**src/design/hs_cfg.svh**
```systemverilog
`ifndef HS_CFG_SVH
`define HS_CFG_SVH

// register byte offsets
`define HS_REG_CTRL 8'h00
`define HS_REG_INC 8'h04
`define HS_REG_LINE 8'h08
`define HS_REG_COEF 8'h0C
`define HS_REG_STAT 8'h10

// control register bits
`define HS_CTRL_START 0
`define HS_CTRL_BYPASS 1
`define HS_CTRL_PCI 2
`define HS_CTRL_MIRS 3
`define HS_CTRL_MIRE 4

// coefficient write fields
`define HS_COEF_VAL_LSB 0
`define HS_COEF_IDX_LSB 8
`define HS_COEF_TAP_LSB 16

// increment reset value: integer 1, fraction 0
`define HS_INC_INT_RST 4'h1
`define HS_INC_FRAC_RST 16'h0000

`define HS_TAPS 5
`define HS_EDGE 2
`define HS_FRAC_W 16
`define HS_IDX_W 5
`define HS_IDX_LSB 11
`define HS_PIPE_CLKS 5
`define HS_COEF_SHIFT 6
`define HS_FILL_FULL 3'h5
`define HS_FILL_MIR 3'h3

// filter rate against block transfer rate, pixels per word written
`define HS_FILT_MPIX 100
`define HS_XFER_MPIX 400
`define HS_PIX_PER_WORD (`HS_XFER_MPIX / `HS_FILT_MPIX)

`endif

```
**src/design/hs_pkg.sv**
```systemverilog
package hs_pkg;

  typedef enum logic [1:0] {st_idle, st_fill, st_run, st_byp} hs_state_e;

  typedef struct packed {
    logic en;
    logic [4:0] addr;
    logic [31:0] data;
  } hs_blk_wr_s;

  typedef struct packed {
    logic valid;
    logic bypass;
    logic to_pci;
    logic [31:0] data;
  } hs_out_s;

endpackage : hs_pkg

```
**src/design/hs_scaler.sv**
```systemverilog
// Behaviour
// - bypass path moves blocks around filter unchanged
// - output goes to SDRAM or PCI path
// - position selects buffer word and byte
// - pending steps advance position, count down
// - step adds fraction, loads pending steps
// - unity scale: increment one, fraction zero
// - span a..b reads a-2 (a with start mirror) through b+2
// - output is weighted sum of five pixels
// - increment is reciprocal of scale factor
// - five coefficient RAMs, index from fraction top
// - shift pixel only when position changes
// - stall filter until needed pixels shifted
// - 16-bit fraction, top five bits index
// - pipeline five clocks, rightmost tap first
// - each stage carries pixel and its index
// - low eleven fraction bits give precision carry
// - input selector substitutes mirrored edge pixels
// - mirrors use pixels adjacent to edge pixel
// - start: first two; end: pixel counter
// - next block prefetched while current filtered
// - filter quarter rate of block transfer
//
// Design decisions made here: the placing of the registers and register access over AHB-Lite.
`timescale 1ns/1ps
`default_nettype none
`include "hs_cfg.svh"

module hs_scaler #(
  parameter int LEN_W = 8
)(
  // clock, reset, enable
  input wire logic mclk,
  input wire logic rst,
  input wire logic ce,
  // AHB-Lite slave
  input wire logic hsel,
  input wire logic [31:0] haddr,
  input wire logic [1:0] htrans,
  input wire logic hwrite,
  input wire logic [2:0] hsize,
  input wire logic hready,
  input wire logic [31:0] hwdata,
  output logic [31:0] hrdata,
  output logic hreadyout,
  output logic hresp,
  // block buffer fill side
  input wire hs_pkg::hs_blk_wr_s blk_wr,
  input wire logic blk_done,
  input wire logic blk_half,
  output logic [1:0] buf_full,
  // pixel output
  output hs_pkg::hs_out_s pix_out
);
  import hs_pkg::*;

  logic bypass_r, to_pci_r, mir_s_r, mir_e_r, start_r, done_r;
  logic [3:0] inc_int_r;
  logic [15:0] inc_frac_r;
  logic [6:0] spos_r;
  logic [LEN_W-1:0] len_r;
  logic signed [7:0] coef_mem [0:4][0:31];
  logic [31:0] buf_mem [0:31];
  logic [1:0] buf_full_r;
  hs_state_e st_r;
  logic [6:0] pos_r, pos_nxt;
  logic [15:0] frac_r;
  logic [4:0] pend_r, step_cnt;
  logic [2:0] fill_r;
  logic [LEN_W-1:0] ocnt_r, last_idx;
  logic [7:0] win_r [0:4];
  logic [7:0] mir_pix [0:4];
  logic [31:0] cur_word, rd_val, hrdata_r;
  logic [7:0] cur_pix;
  logic [16:0] frac_sum;
  logic half_ok, want_shift, do_shift, issue, do_byp, adv, pipe_busy;
  logic ahb_go, wr_pend_r, hreadyout_r;
  logic [7:0] wr_addr_r;
  logic [39:0] in_pix;
  logic signed [16:0] prod_last;
  logic signed [18:0] total;
  logic signed [18:0] scaled;
  logic [7:0] clamp_pix;
  hs_out_s pix_out_r;

  assign hrdata = hrdata_r;
  assign hreadyout = hreadyout_r;
  assign hresp = 1'b0;
  assign buf_full = buf_full_r;
  assign pix_out = pix_out_r;

  // bus slave: zero wait states, reads sampled in the address phase
  assign ahb_go = hsel && hready && htrans[1];

  always_comb
  begin
    case (haddr[7:0])
      `HS_REG_CTRL: rd_val = {27'h0, mir_e_r, mir_s_r, to_pci_r, bypass_r, 1'b0};
      `HS_REG_INC: rd_val = {12'h0, inc_int_r, inc_frac_r};
      `HS_REG_LINE: rd_val = {8'h0, 8'(len_r), 9'h0, spos_r};
      `HS_REG_STAT: rd_val = {frac_r, 1'b0, pos_r, 6'h0, done_r, st_r != st_idle || pipe_busy};
      default: rd_val = 32'h0;
    endcase
  end

  always_ff @(posedge mclk)
  begin
    if (rst)
    begin
      wr_pend_r <= 1'b0;
      wr_addr_r <= 8'h00;
      hrdata_r <= 32'h0;
      hreadyout_r <= 1'b1;
    end
    else if (ce)
    begin
      wr_pend_r <= ahb_go && hwrite;
      wr_addr_r <= haddr[7:0];
      hrdata_r <= (ahb_go && !hwrite) ? rd_val : 32'h0;
    end
  end

  // control registers written in the data phase
  always_ff @(posedge mclk)
  begin
    if (rst)
    begin
      bypass_r <= 1'b0;
      to_pci_r <= 1'b0;
      mir_s_r <= 1'b0;
      mir_e_r <= 1'b0;
      start_r <= 1'b0;
      inc_int_r <= `HS_INC_INT_RST;
      inc_frac_r <= `HS_INC_FRAC_RST;
      spos_r <= 7'h00;
      len_r <= '0;
    end
    else if (ce)
    begin
      start_r <= 1'b0;
      if (wr_pend_r && wr_addr_r == `HS_REG_CTRL)
      begin
        start_r <= hwdata[`HS_CTRL_START];
        bypass_r <= hwdata[`HS_CTRL_BYPASS];
        to_pci_r <= hwdata[`HS_CTRL_PCI];
        mir_s_r <= hwdata[`HS_CTRL_MIRS];
        mir_e_r <= hwdata[`HS_CTRL_MIRE];
      end
      // software loads 1/scale here, e.g. 0x08000 for 2x up
      if (wr_pend_r && wr_addr_r == `HS_REG_INC)
      begin
        inc_int_r <= hwdata[19:16];
        inc_frac_r <= hwdata[15:0];
      end
      if (wr_pend_r && wr_addr_r == `HS_REG_LINE)
      begin
        spos_r <= hwdata[6:0];
        len_r <= hwdata[16 +: LEN_W];
      end
    end
  end

  // tap t weighs pixel x+t-2; no reset on the tables
  always_ff @(posedge mclk)
  begin
    if (ce && wr_pend_r && wr_addr_r == `HS_REG_COEF && hwdata[18:16] < 3'(`HS_TAPS))
      coef_mem[hwdata[18:16]][hwdata[12:8]] <= hwdata[7:0];
  end

  // two-block buffer: the fill side writes one half while the other is filtered
  always_ff @(posedge mclk)
  begin
    if (blk_wr.en && ce)
      buf_mem[blk_wr.addr] <= blk_wr.data;
  end

  assign cur_word = buf_mem[pos_r[6:2]];
  assign cur_pix = cur_word[{pos_r[1:0], 3'b000} +: 8];
  assign half_ok = buf_full_r[pos_r[6]];

  assign want_shift = (st_r == st_fill && fill_r != 3'h0) || (st_r == st_run && pend_r != 5'h0);
  assign do_shift = want_shift && half_ok;
  assign issue = st_r == st_run && pend_r == 5'h0;
  assign do_byp = st_r == st_byp && half_ok;
  assign adv = do_shift || do_byp;
  assign pos_nxt = do_byp ? pos_r + 7'd4 : pos_r + 7'd1;
  assign frac_sum = {1'b0, frac_r} + {1'b0, inc_frac_r};
  assign step_cnt = {1'b0, inc_int_r} + {4'h0, frac_sum[16]};
  assign last_idx = len_r - 1'b1;

  // half released once the position leaves it; a new fill wins over release
  always_ff @(posedge mclk)
  begin
    if (rst)
      buf_full_r <= 2'b00;
    else if (ce)
    begin
      for (int h = 0; h < 2; h++)
      begin
        if (blk_done && blk_half == h[0])
          buf_full_r[h] <= 1'b1;
        else if (adv && pos_nxt[6] != pos_r[6] && pos_r[6] == h[0])
          buf_full_r[h] <= 1'b0;
      end
    end
  end

  // position engine
  always_ff @(posedge mclk)
  begin
    if (rst)
    begin
      st_r <= st_idle;
      pos_r <= 7'h00;
      frac_r <= 16'h0000;
      pend_r <= 5'h00;
      fill_r <= 3'h0;
      ocnt_r <= '0;
      done_r <= 1'b0;
    end
    else if (ce)
    begin
      case (st_r)
        st_idle:
        begin
          if (start_r && !pipe_busy)
          begin
            frac_r <= 16'h0000;
            pend_r <= 5'h00;
            ocnt_r <= '0;
            done_r <= 1'b0;
            if (bypass_r)
            begin
              pos_r <= spos_r;
              st_r <= st_byp;
            end
            else if (mir_s_r)
            begin
              pos_r <= spos_r;
              fill_r <= `HS_FILL_MIR;
              st_r <= st_fill;
            end
            else
            begin
              pos_r <= spos_r - 7'(`HS_EDGE);
              fill_r <= `HS_FILL_FULL;
              st_r <= st_fill;
            end
          end
        end
        st_fill:
        begin
          if (do_shift)
          begin
            pos_r <= pos_nxt;
            fill_r <= fill_r - 3'h1;
            if (fill_r == 3'h1)
              st_r <= st_run;
          end
        end
        st_run:
        begin
          if (pend_r != 5'h00)
          begin
            if (do_shift)
            begin
              pos_r <= pos_nxt;
              pend_r <= pend_r - 5'h01;
            end
          end
          else
          begin
            frac_r <= frac_sum[15:0];
            pend_r <= step_cnt;
            ocnt_r <= ocnt_r + 1'b1;
            // pixels past b are still fetched to fill the window
            if (ocnt_r == last_idx)
            begin
              st_r <= st_idle;
              done_r <= 1'b1;
            end
          end
        end
        st_byp:
        begin
          if (do_byp)
          begin
            pos_r <= pos_nxt;
            ocnt_r <= ocnt_r + 1'b1;
            if (ocnt_r == last_idx)
            begin
              st_r <= st_idle;
              done_r <= 1'b1;
            end
          end
        end
        default: st_r <= st_idle;
      endcase
    end
  end

  // window: index 0 newest (rightmost), 4 oldest
  always_ff @(posedge mclk)
  begin
    if (rst)
    begin
      for (int k = 0; k < `HS_TAPS; k++)
        win_r[k] <= 8'h00;
    end
    else if (ce && do_shift)
    begin
      win_r[0] <= cur_pix;
      for (int k = 1; k < `HS_TAPS; k++)
        win_r[k] <= win_r[k-1];
    end
  end

  // mirror selector; missing taps reflect about the edge pixel
  always_comb
  begin
    for (int k = 0; k < `HS_TAPS; k++)
      mir_pix[k] = win_r[k];
    if (mir_s_r && ocnt_r == '0)
    begin
      mir_pix[4] = win_r[0];
      mir_pix[3] = win_r[1];
    end
    if (mir_s_r && ocnt_r == LEN_W'(1))
      mir_pix[4] = win_r[2];
    if (mir_e_r && ocnt_r == last_idx)
    begin
      mir_pix[1] = win_r[3];
      mir_pix[0] = win_r[4];
    end
    if (mir_e_r && ocnt_r == last_idx - 1'b1)
      mir_pix[0] = win_r[2];
  end

  assign in_pix = {mir_pix[4], mir_pix[3], mir_pix[2], mir_pix[1], mir_pix[0]};

  // stage k forms the tap for pixel x+2-k; last tap is in the output stage
  for (genvar k = 0; k < `HS_TAPS - 1; k++)
  begin : g_st
    logic [39:0] sp, p_r;
    logic [4:0] si, i_r;
    logic signed [18:0] ss, s_r;
    logic sv, v_r;
    logic signed [16:0] prod;
    if (k == 0)
    begin : g_in
      assign sp = in_pix;
      assign si = frac_r[15:11];
      assign ss = 19'sh0;
      assign sv = issue;
    end
    else
    begin : g_prev
      assign sp = g_st[k-1].p_r;
      assign si = g_st[k-1].i_r;
      assign ss = g_st[k-1].s_r;
      assign sv = g_st[k-1].v_r;
    end
    assign prod = $signed({1'b0, sp[8*k +: 8]}) * coef_mem[`HS_TAPS-1-k][si];
    always_ff @(posedge mclk)
    begin
      if (rst)
      begin
        v_r <= 1'b0;
        p_r <= 40'h0;
        i_r <= 5'h00;
        s_r <= 19'sh0;
      end
      else if (ce)
      begin
        v_r <= sv;
        p_r <= sp;
        i_r <= si;
        s_r <= ss + 19'(prod);
      end
    end
  end

  assign pipe_busy = g_st[0].v_r || g_st[1].v_r || g_st[2].v_r || g_st[3].v_r || pix_out_r.valid;
  assign prod_last = $signed({1'b0, g_st[3].p_r[39:32]}) * coef_mem[0][g_st[3].i_r];
  assign total = g_st[3].s_r + 19'(prod_last);
  assign scaled = total >>> `HS_COEF_SHIFT;

  // saturate rather than wrap: overshoot from negative lobes is normal
  always_comb
  begin
    if (scaled < 0)
      clamp_pix = 8'h00;
    else if (scaled > 19'sd255)
      clamp_pix = 8'hFF;
    else
      clamp_pix = scaled[7:0];
  end

  always_ff @(posedge mclk)
  begin
    if (rst)
      pix_out_r <= '0;
    else if (ce)
    begin
      pix_out_r.valid <= g_st[3].v_r || do_byp;
      pix_out_r.bypass <= do_byp;
      pix_out_r.to_pci <= to_pci_r;
      pix_out_r.data <= do_byp ? cur_word : {24'h0, clamp_pix};
    end
  end
endmodule : hs_scaler
`default_nettype wire

```
**config.mk**
```make
export PLATFORM = sky130hd
export DESIGN_NAME = hs_scaler
export DESIGN_NICKNAME = d
export VERILOG_FILES = /design/src/design/hs_pkg.sv /design/src/design/hs_scaler.sv
export VERILOG_INCLUDE_DIRS = /design/src /design/src/design
export SDC_FILE = /design/constraint.sdc
export NUM_CORES = 2
export LEC_CHECK = 0
export ABC_AREA = 1
export BUFFER_PORTS_ARGS = -buffer_cell sky130_fd_sc_hd__buf_2
export CAP_MARGIN = 20
export CORE_MARGIN = 2
export CORE_UTILIZATION = 45
export CTS_CLUSTER_SIZE = 14
export DETAILED_ROUTE_END_ITERATION = 10
export HOLD_SLACK_MARGIN = 0.05
export PLACE_DENSITY_LB_ADDON = 0.08
export SLEW_MARGIN = 0
export SYNTH_ARGS = -nofsm -noshare
export SYNTH_HDL_FRONTEND = slang
export SYNTH_SLANG_ARGS = --single-unit
export TNS_END_PERCENT = 1
```
**constraint.sdc**
```tcl
create_clock -name mclk -period 12 [get_ports mclk]
set_clock_uncertainty 0.2 [all_clocks]
set_input_delay 2.4 -clock mclk [delete_from_list [all_inputs] [get_ports mclk]]
set_output_delay 2.4 -clock mclk [all_outputs]
set_load 0.03 [all_outputs]
```
# [Word-level counts from Yosys, hierarchy flattened]
# Memories as Yosys holds them, arrays and structs flattened. A register that Yosys moved wholly into a read port is not among the register bits.
# Cells that the tools add are included.
[totals] ramBits=2344 in_bits=115 regBits=418 latchBits=0 romBits=0 memories=3 out_inout_bits=71
[memory_table] memory="coef_mem" depth=5 word_bits=256 read_ports=5 rd_clocked_by_memory_dff=0 wr=1 line="hs_scaler.sv:62" rtl="logic signed [7:0] coef_mem [0:4][0:31];"
[memory_table] memory="buf_mem" depth=32 word_bits=32 read_ports=1 rd_clocked_by_memory_dff=1 wr=1 line="hs_scaler.sv:63" rtl="logic [31:0] buf_mem [0:31];"
[memory_table] memory="win_r" depth=5 word_bits=8 read_ports=5 rd_clocked_by_memory_dff=0 wr=5 line="hs_scaler.sv:71" rtl="logic [7:0] win_r [0:4];"
[classes] n_mux=86 n_bitwise=13 add_sub_neg=14 mul=5 div_mod_pow=0 n_reduce_logical=62 n_lt_le_gt_ge=11 n_shift=1 eq_ne=22
[ops] cell="$mux 256" count=1
[ops] cell="$bmux 8 s5" count=5
[ops] cell="$mux 8" count=23
[ops] cell="$pmux 32 s4" count=1
[ops] cell="$mul 9x8->17" count=5
[ops] cell="$mux 16" count=4
[ops] cell="$mux 32" count=2
[ops] cell="$add 19x17->19" count=3
[ops] cell="$mux 7" count=7
[ops] cell="$demux 8 s5" count=1
[ops] cell="$ge 6x6->1 const B" count=6
[ops] cell="$not 5->6" count=6
[ops] cell="$pmux 16 s2" count=1
[ops] cell="$shiftx 32x6->8" count=1
[ops] cell="$logic_and 1x1->1" count=28
[ops] cell="$pmux 7 s4" count=1
[ops] cell="$mux 5" count=5
[ops] cell="$eq 8x4->1 const B" count=3
[ops] cell="$logic_not 8->1" count=3
[ops] cell="$pmux 8 s3" count=1
[ops] cell="$mux 1" count=19
[ops] cell="$add 17x17->18" count=1
[ops] cell="$add 16x16->17" count=1
[ops] cell="$eq 8x3->1 const B" count=2
[ops] cell="other kinds (42)" count=84

# [Logic depth before layout (Yosys ltp)]
[logic_depth] depth_word=10 depth_mapped=36 depth_no_buf=36

# [Least setup slack after synthesis]
# Ideal clock, no wire load.
[synth_timing] kind="register to register" from="register len_r[0]" to="register g_st[0].s_r[16] (netlist name)" path_stages_with_launch=34 n_path_buf=0 synth_period_minus_slack_ns=6.468 setup_slack_ns=5.532 setup_ns=0.115 arrival_time_ns=6.153 cell_sequence="dfxtp_1 > inv_2 > ha_1 > xor2_1 > inv_1 > nand3_1 > nor3_1 > nand2_1 > xor2_1 > nor2_2 > nand2_4 > o21ai_1 > nor2_1 > fa_1 > inv_1 > fa_1 > inv_1 > fa_1 > inv_1 > fa_1 > inv_1 > ha_1 > nand2_1 > nor2_1 > a211oi_1 > o21ai_0 > a21boi_0 > o21ai_0 > a21oi_1 > nor2_1 > nor2_1 > xor2_1 > o21ai_0 > inv_1"
[synth_between] elab_chain_cells=6 elab_cells_between_ends=9 cone_classes="add/sub (2); mul (1); eq/ne (2); mux (2); reduce/logical (2)"
[synth_rtl] element="from (decl)" line="hs_scaler.sv:61" rtl="logic [LEN_W-1:0] len_r;"
[synth_rtl] element="from (signal assigned)" line="hs_scaler.sv:158" rtl="len_r <= hwdata[16 +: LEN_W];"
[synth_rtl] element="$sub 8x1->8 (*)" line="hs_scaler.sv:189" rtl="assign last_idx = len_r - 1'b1;"
[synth_rtl] element="$sub 8x1->8 or $eq 8x8->1 (tied branches)" line="hs_scaler.sv:335, hs_scaler.sv:330"
[synth_rtl] element="$eq 8x8->1 or $logic_and 1x1->1 (tied branches)" line="hs_scaler.sv:335, hs_scaler.sv:330"
[synth_rtl] element="$logic_and 1x1->1 or $mux 16 (tied branches)" line="hs_scaler.sv:335, hs_scaler.sv:330"
[synth_rtl] element="$mux 8 (*)" line="hs_scaler.sv:335" rtl="if (mir_e_r && ocnt_r == last_idx - 1'b1)"
[synth_rtl] element="$mul 9x8->17 (*)" line="hs_scaler.sv:363" rtl="assign prod = $signed({1'b0, sp[8*k +: 8]}) * coef_mem[`HS_TAPS-1-k][si];"
# Every way passes the cells marked *; elsewhere a longest branch is shown, timed or not.
# A chain may end at the register's enable or synchronous reset.

# [Final worst setup path]
[layout_timing] from="register g_st[3].i_r[0]" to="register pix_out_r, in the netlist pix_out[6]"
[layout_between] elab_chain_cells=10 elab_cells_between_ends=11 cone_classes="add/sub (1); mul (1); order compare (2); mux (6); bitwise (1)"
[layout_rtl] element="from (decl)" line="hs_scaler.sv:345" rtl="logic [4:0] si, i_r;"
[layout_rtl] element="from (signal assigned)" line="hs_scaler.sv:377" rtl="i_r <= si;"
[layout_rtl] element="$not 5->6 (implied by the code) (*)" line="hs_scaler.sv:384" rtl="assign prod_last = $signed({1'b0, g_st[3].p_r[39:32]}) * coef_mem[0][g_st[3].i_r];"
[layout_rtl] element="$bmux 8 s5 (*)" line="hs_scaler.sv:384"
[layout_rtl] element="$mux 8 (implied by the code) (*) (2 in series)" line="hs_scaler.sv:384"
[layout_rtl] element="$mul 9x8->17 (*)" line="hs_scaler.sv:384"
[layout_rtl] element="$add 19x17->19 (*)" line="hs_scaler.sv:385" rtl="assign total = g_st[3].s_r + 19'(prod_last);"
[layout_rtl] element="$gt 13x9->1" line="hs_scaler.sv:393" rtl="else if (scaled > 19'sd255)"
[layout_rtl] element="$mux 8" line="hs_scaler.sv:393"
[layout_rtl] element="$mux 8 (*)" line="hs_scaler.sv:391" rtl="if (scaled < 0)"
[layout_rtl] element="$mux 32 (*)" line="hs_scaler.sv:408" rtl="pix_out_r.data <= do_byp ? cur_word : {24'h0, clamp_pix};"
[layout_rtl] element="to (decl)" line="hs_scaler.sv:84" rtl="hs_out_s pix_out_r;"
# Every way passes the cells marked *; elsewhere a longest branch is shown, timed or not. The select of a mux whose other input is x is not followed.

==> qor.txt <==
Initial DRC Count: 7858
MaxCap Viol Count: 0
Reg2Reg Depth: 29
Cells after synthesis: 10.26k
Largest net degree at the start of global routing: 168
Max clock buf depth: 4
WS Path Type: reg2reg
CTS root buffer: clkbuf_16
Area of the core: 263000 um^2
Final min period: 8.759 ns
CTS resizes: 0
# Post-CTS Setup Buffers: 0
Worst skew pair latency: 0.87 ns
Hold Slack: 0.2614 ns
Final Setup Violations: 0
Die area: 268900 um^2
Routed WL per cell: 25.63 um
Slowest stage cell, crit path: clkinv_2
CP endpoint kind: flop
Data arrival, critical path: 9.25 ns
Global-route wire length before repair: 524.8 mm
Busiest layer in global routing: met2
I/O pin cnt: 186
Status: finished, final reports clean
Hold_buf cts: 0
Main synth FF type: edfxtp_1
Unique masters post-synth: 68
Internal cell power: 16.95 mW
Sequential Power Share: 44.3%
Global Route met3 Usage: 3.306%
Final nets: 10.87k
Flops & latches, synth: 2686
CP startpoint: g_st[3].i_r[0]
Inserted Clock Buffers: 297
Net switching fraction of the power: 27.77%
Final hold violation count: 0
CP required: 12.49 ns
Synth async-reset ratio: 0%
Area grow syn2layout: 11.64%
Fin crit share: 72.99%
H-tree depth: 5
Worst Max-Slew Pin Slew: 1.129 ns
Met2 Usage GRT: 42.74%
TritonCTS clock tree: built
Post-synth EDFFs: 2344
Via count: 80.60k
Worst setup path end: pix_out[6]
Post-Syn Nets: 10.91k
R2R setup slack: 3.24 ns
LEAKAGE: 47.05 nW
Sum of negative setup slack: 0 ns
Fill count: 23.24k
Initial antenna violation count: 21
Most used cell, CP: nand2_1
Gp weighted congestion: 0.8740
PwrDens: 176.4 nW/um^2
Clk network pwr share: 38.9%
CP Launch Type: flop
Critical Path Max Stage Delay: 0.90 ns
Port bufs: 147
DRC: 0
DRT Wirelength: 358.3 mm
RSZ-0062 raised after global routing: no
R2R Path End: pix_out[6]
Width of the die: 518.6 um
Syn avg cell area: 11.61 um^2
Post-synthesis sequential area ratio: 64.81%
Grt ovf: 0
Synth Cell Area: 119200 um^2
CTS clk-pin slew, worst paths: 0.06 ns
First-pass DRT Iterations: 6
Worst-path fanout max: 73
Hold/Removal Path Class: reg2reg
F_max: 0.1142 GHz
Post-route antenna net violation count: 0
FF-to-FF Start: g_st[3].i_r[0]
Layout cells sized above 1: 8.006%
Vias per cell: 5.765
Floorplan row count: 188
Starting Density: 45.31%
Number of global-route vias before repair: 78.38k
Slew Viols, Final: 0
Total GRT Usage: 26.08%
Die Height: 518.6 um
Met1 Usage GRT: 35.48%
Rel. slew slack: 24.74%
Post-DP HPWL: 218.6 mm
Switch Pwr: 6.518 mW
VDD IR max: 0.1306 mV
CTS sink cnt: 2686
Yosys warns: 0
Combinational power share: 16.8%
-- how the worst min path moves through the flow --
stage / cells past startpoint / start / slack, ns / end
after global placement: 2 / pix_out[10] / 0.25 / pix_out[10]
after global routing: 2 / hrdata[18] / 0.28 / hrdata[18]
after detailed placement: 2 / pix_out[30] / 0.26 / pix_out[30]
after CTS: 2 / pix_out[30] / 0.27 / pix_out[30]
final: 2 / pix_out[30] / 0.26 / pix_out[30]
after floorplan: 2 / done_r / 0.24 / done_r
-- metrics by stage --
stage / instances / instance area, um^2 / setup slack [ns] / utilization (%) / power [mW]
after floorplan: 10260 / 119200 / 5.532 / - / 13.15
after global placement: 13430 / 123300 / 3.283 / 46.88 / 14.50
after detailed placement: 13430 / 123300 / 3.301 / 46.88 / 14.52
after CTS: 13970 / 133000 / 3.291 / 50.55 / 23.63
after global routing: 13970 / 133000 / 2.813 / 50.58 / 24.46
final: 13980 / 133000 / 3.241 / 50.59 / 23.47
-- cells in the mapped netlist, drive strengths merged (5+ instances only) --
cell type	instances	area share [%]
dfxtp	342	5.7
a211oi	11	0.069
a31o	7	0.051
or2	12	0.063
a21boi	7	0.044
nor3	42	0.20
buf	107	0.42
xnor2	27	0.20
xor2	58	0.47
clkbuf	512	1.6
o22ai	164	0.86
o21bai	8	0.060
nor2	1790	5.7
a32o	22	0.18
fa	247	4.1
clkinv	12	0.038
nand2	706	2.3
a31oi	38	0.20
inv	727	2.3
nand3b	5	0.032
a21oi	373	1.6
ha	286	3.0
a21o	5	0.032
nand4	16	0.084
o21ai	1508	6.3
edfxtp	2344	59
o211ai	71	0.48
nand3	369	1.6
o221ai	406	3.0
-- state kept, by name, summed over array words and instances (netlist names), 8 cells and up, named ones only --
name and flops:
buf_mem 1024, pix_out 35, frac_r 16, inc_frac_r 16, g_st.s_r 73, win_r 40
g_st.p_r 80, ocnt_r 8, wr_addr_r 8, hrdata 32, len_r 8, coef_mem 1280
g_st.i_r 20
-- power by group through the flow --
| stage | Clock (mW) | Sequential, mW | Combinational (mW) |
|---|---|---|---|
| final | 9.14 | 10.4 | 3.94 |
| after floorplan | 0 | 10.5 | 2.61 |
| after global placement | 0 | 10.6 | 3.91 |
| after CTS | 9.27 | 10.4 | 3.97 |
| after detailed placement | 0 | 10.6 | 3.93 |
| after global routing | 9.61 | 10.4 | 4.44 |
-- critical path, delay by kind of cell, from the launching register on --
family                     cells  cell delay, ns
DFF                            1            0.65
adders and majority gates      6            2.72
and+or+nand+nor               13            1.88
AOI/OAI and AO/OA              6            1.26
buffers and inverters          4            1.78
-- cells by family after synthesis --
| kind of cell | after synthesis | share of synthesized area, % |
|---|---|---|
| AO/OA/AOI/OAI | 2643 | 13.04 |
| XOR/XNOR | 85 | 0.6688 |
| adder cells (fa/ha/maj) | 533 | 7.153 |
| buffers and inverters | 1358 | 4.370 |
| flip-flops | 2686 | 64.81 |
| other | 2 | 0.006302 |
| AND/OR/NAND/NOR | 2955 | 9.950 |
-- cells in the final DEF (no fill, tap or decap), drive strengths merged, types with 4 or more instances in the layout --
cell type,instances
a211oi,11
a21boi,7
a21o,5
a21oi,373
a221oi,4
a31o,7
a31oi,38
a32o,22
and2,4
buf,278
bufinv,30
clkbuf,385
clkinv,117
clkinvlp,7
dfxtp,342
diode,10
edfxtp,2344
fa,247
ha,286
inv,734
nand2,706
nand3,369
nand3b,5
nand4,16
nor2,1790
nor3,42
nor3b,4
nor4,4
o2111ai,4
o211ai,71
o21ai,1508
o21bai,8
o221ai,406
o22ai,164
or2,12
xnor2,27
xor2,58
-- routing by layer --
| metal | up-vias | part of all wire (%) | wire length (um) |
|---|---|---|---|
| met5 | - | 0.022 | 80 |
| met4 | 12 | 4.2 | 15150 |
| met3 | 635 | 6.1 | 21830 |
| met2 | 2767 | 47 | 170000 |
| met1 | 40480 | 42 | 151200 |
| li1 | 36710 | - | - |
-- cell type report --
type                    instances  area, um^2  share of cell area (%)
flip-flops and latches       2686       77270                   58.09
diodes                         10       25.02                 0.01881
repair buffers                278        1881                   1.414
clock buffers                 385        8000                   6.014
well taps                    3515        4398                   3.306
inverters                     739        2815                   2.116
multi-input cells            6218       36990                   27.80
clock inverters               149        1653                   1.242
(Power assumes the default switching activity.)
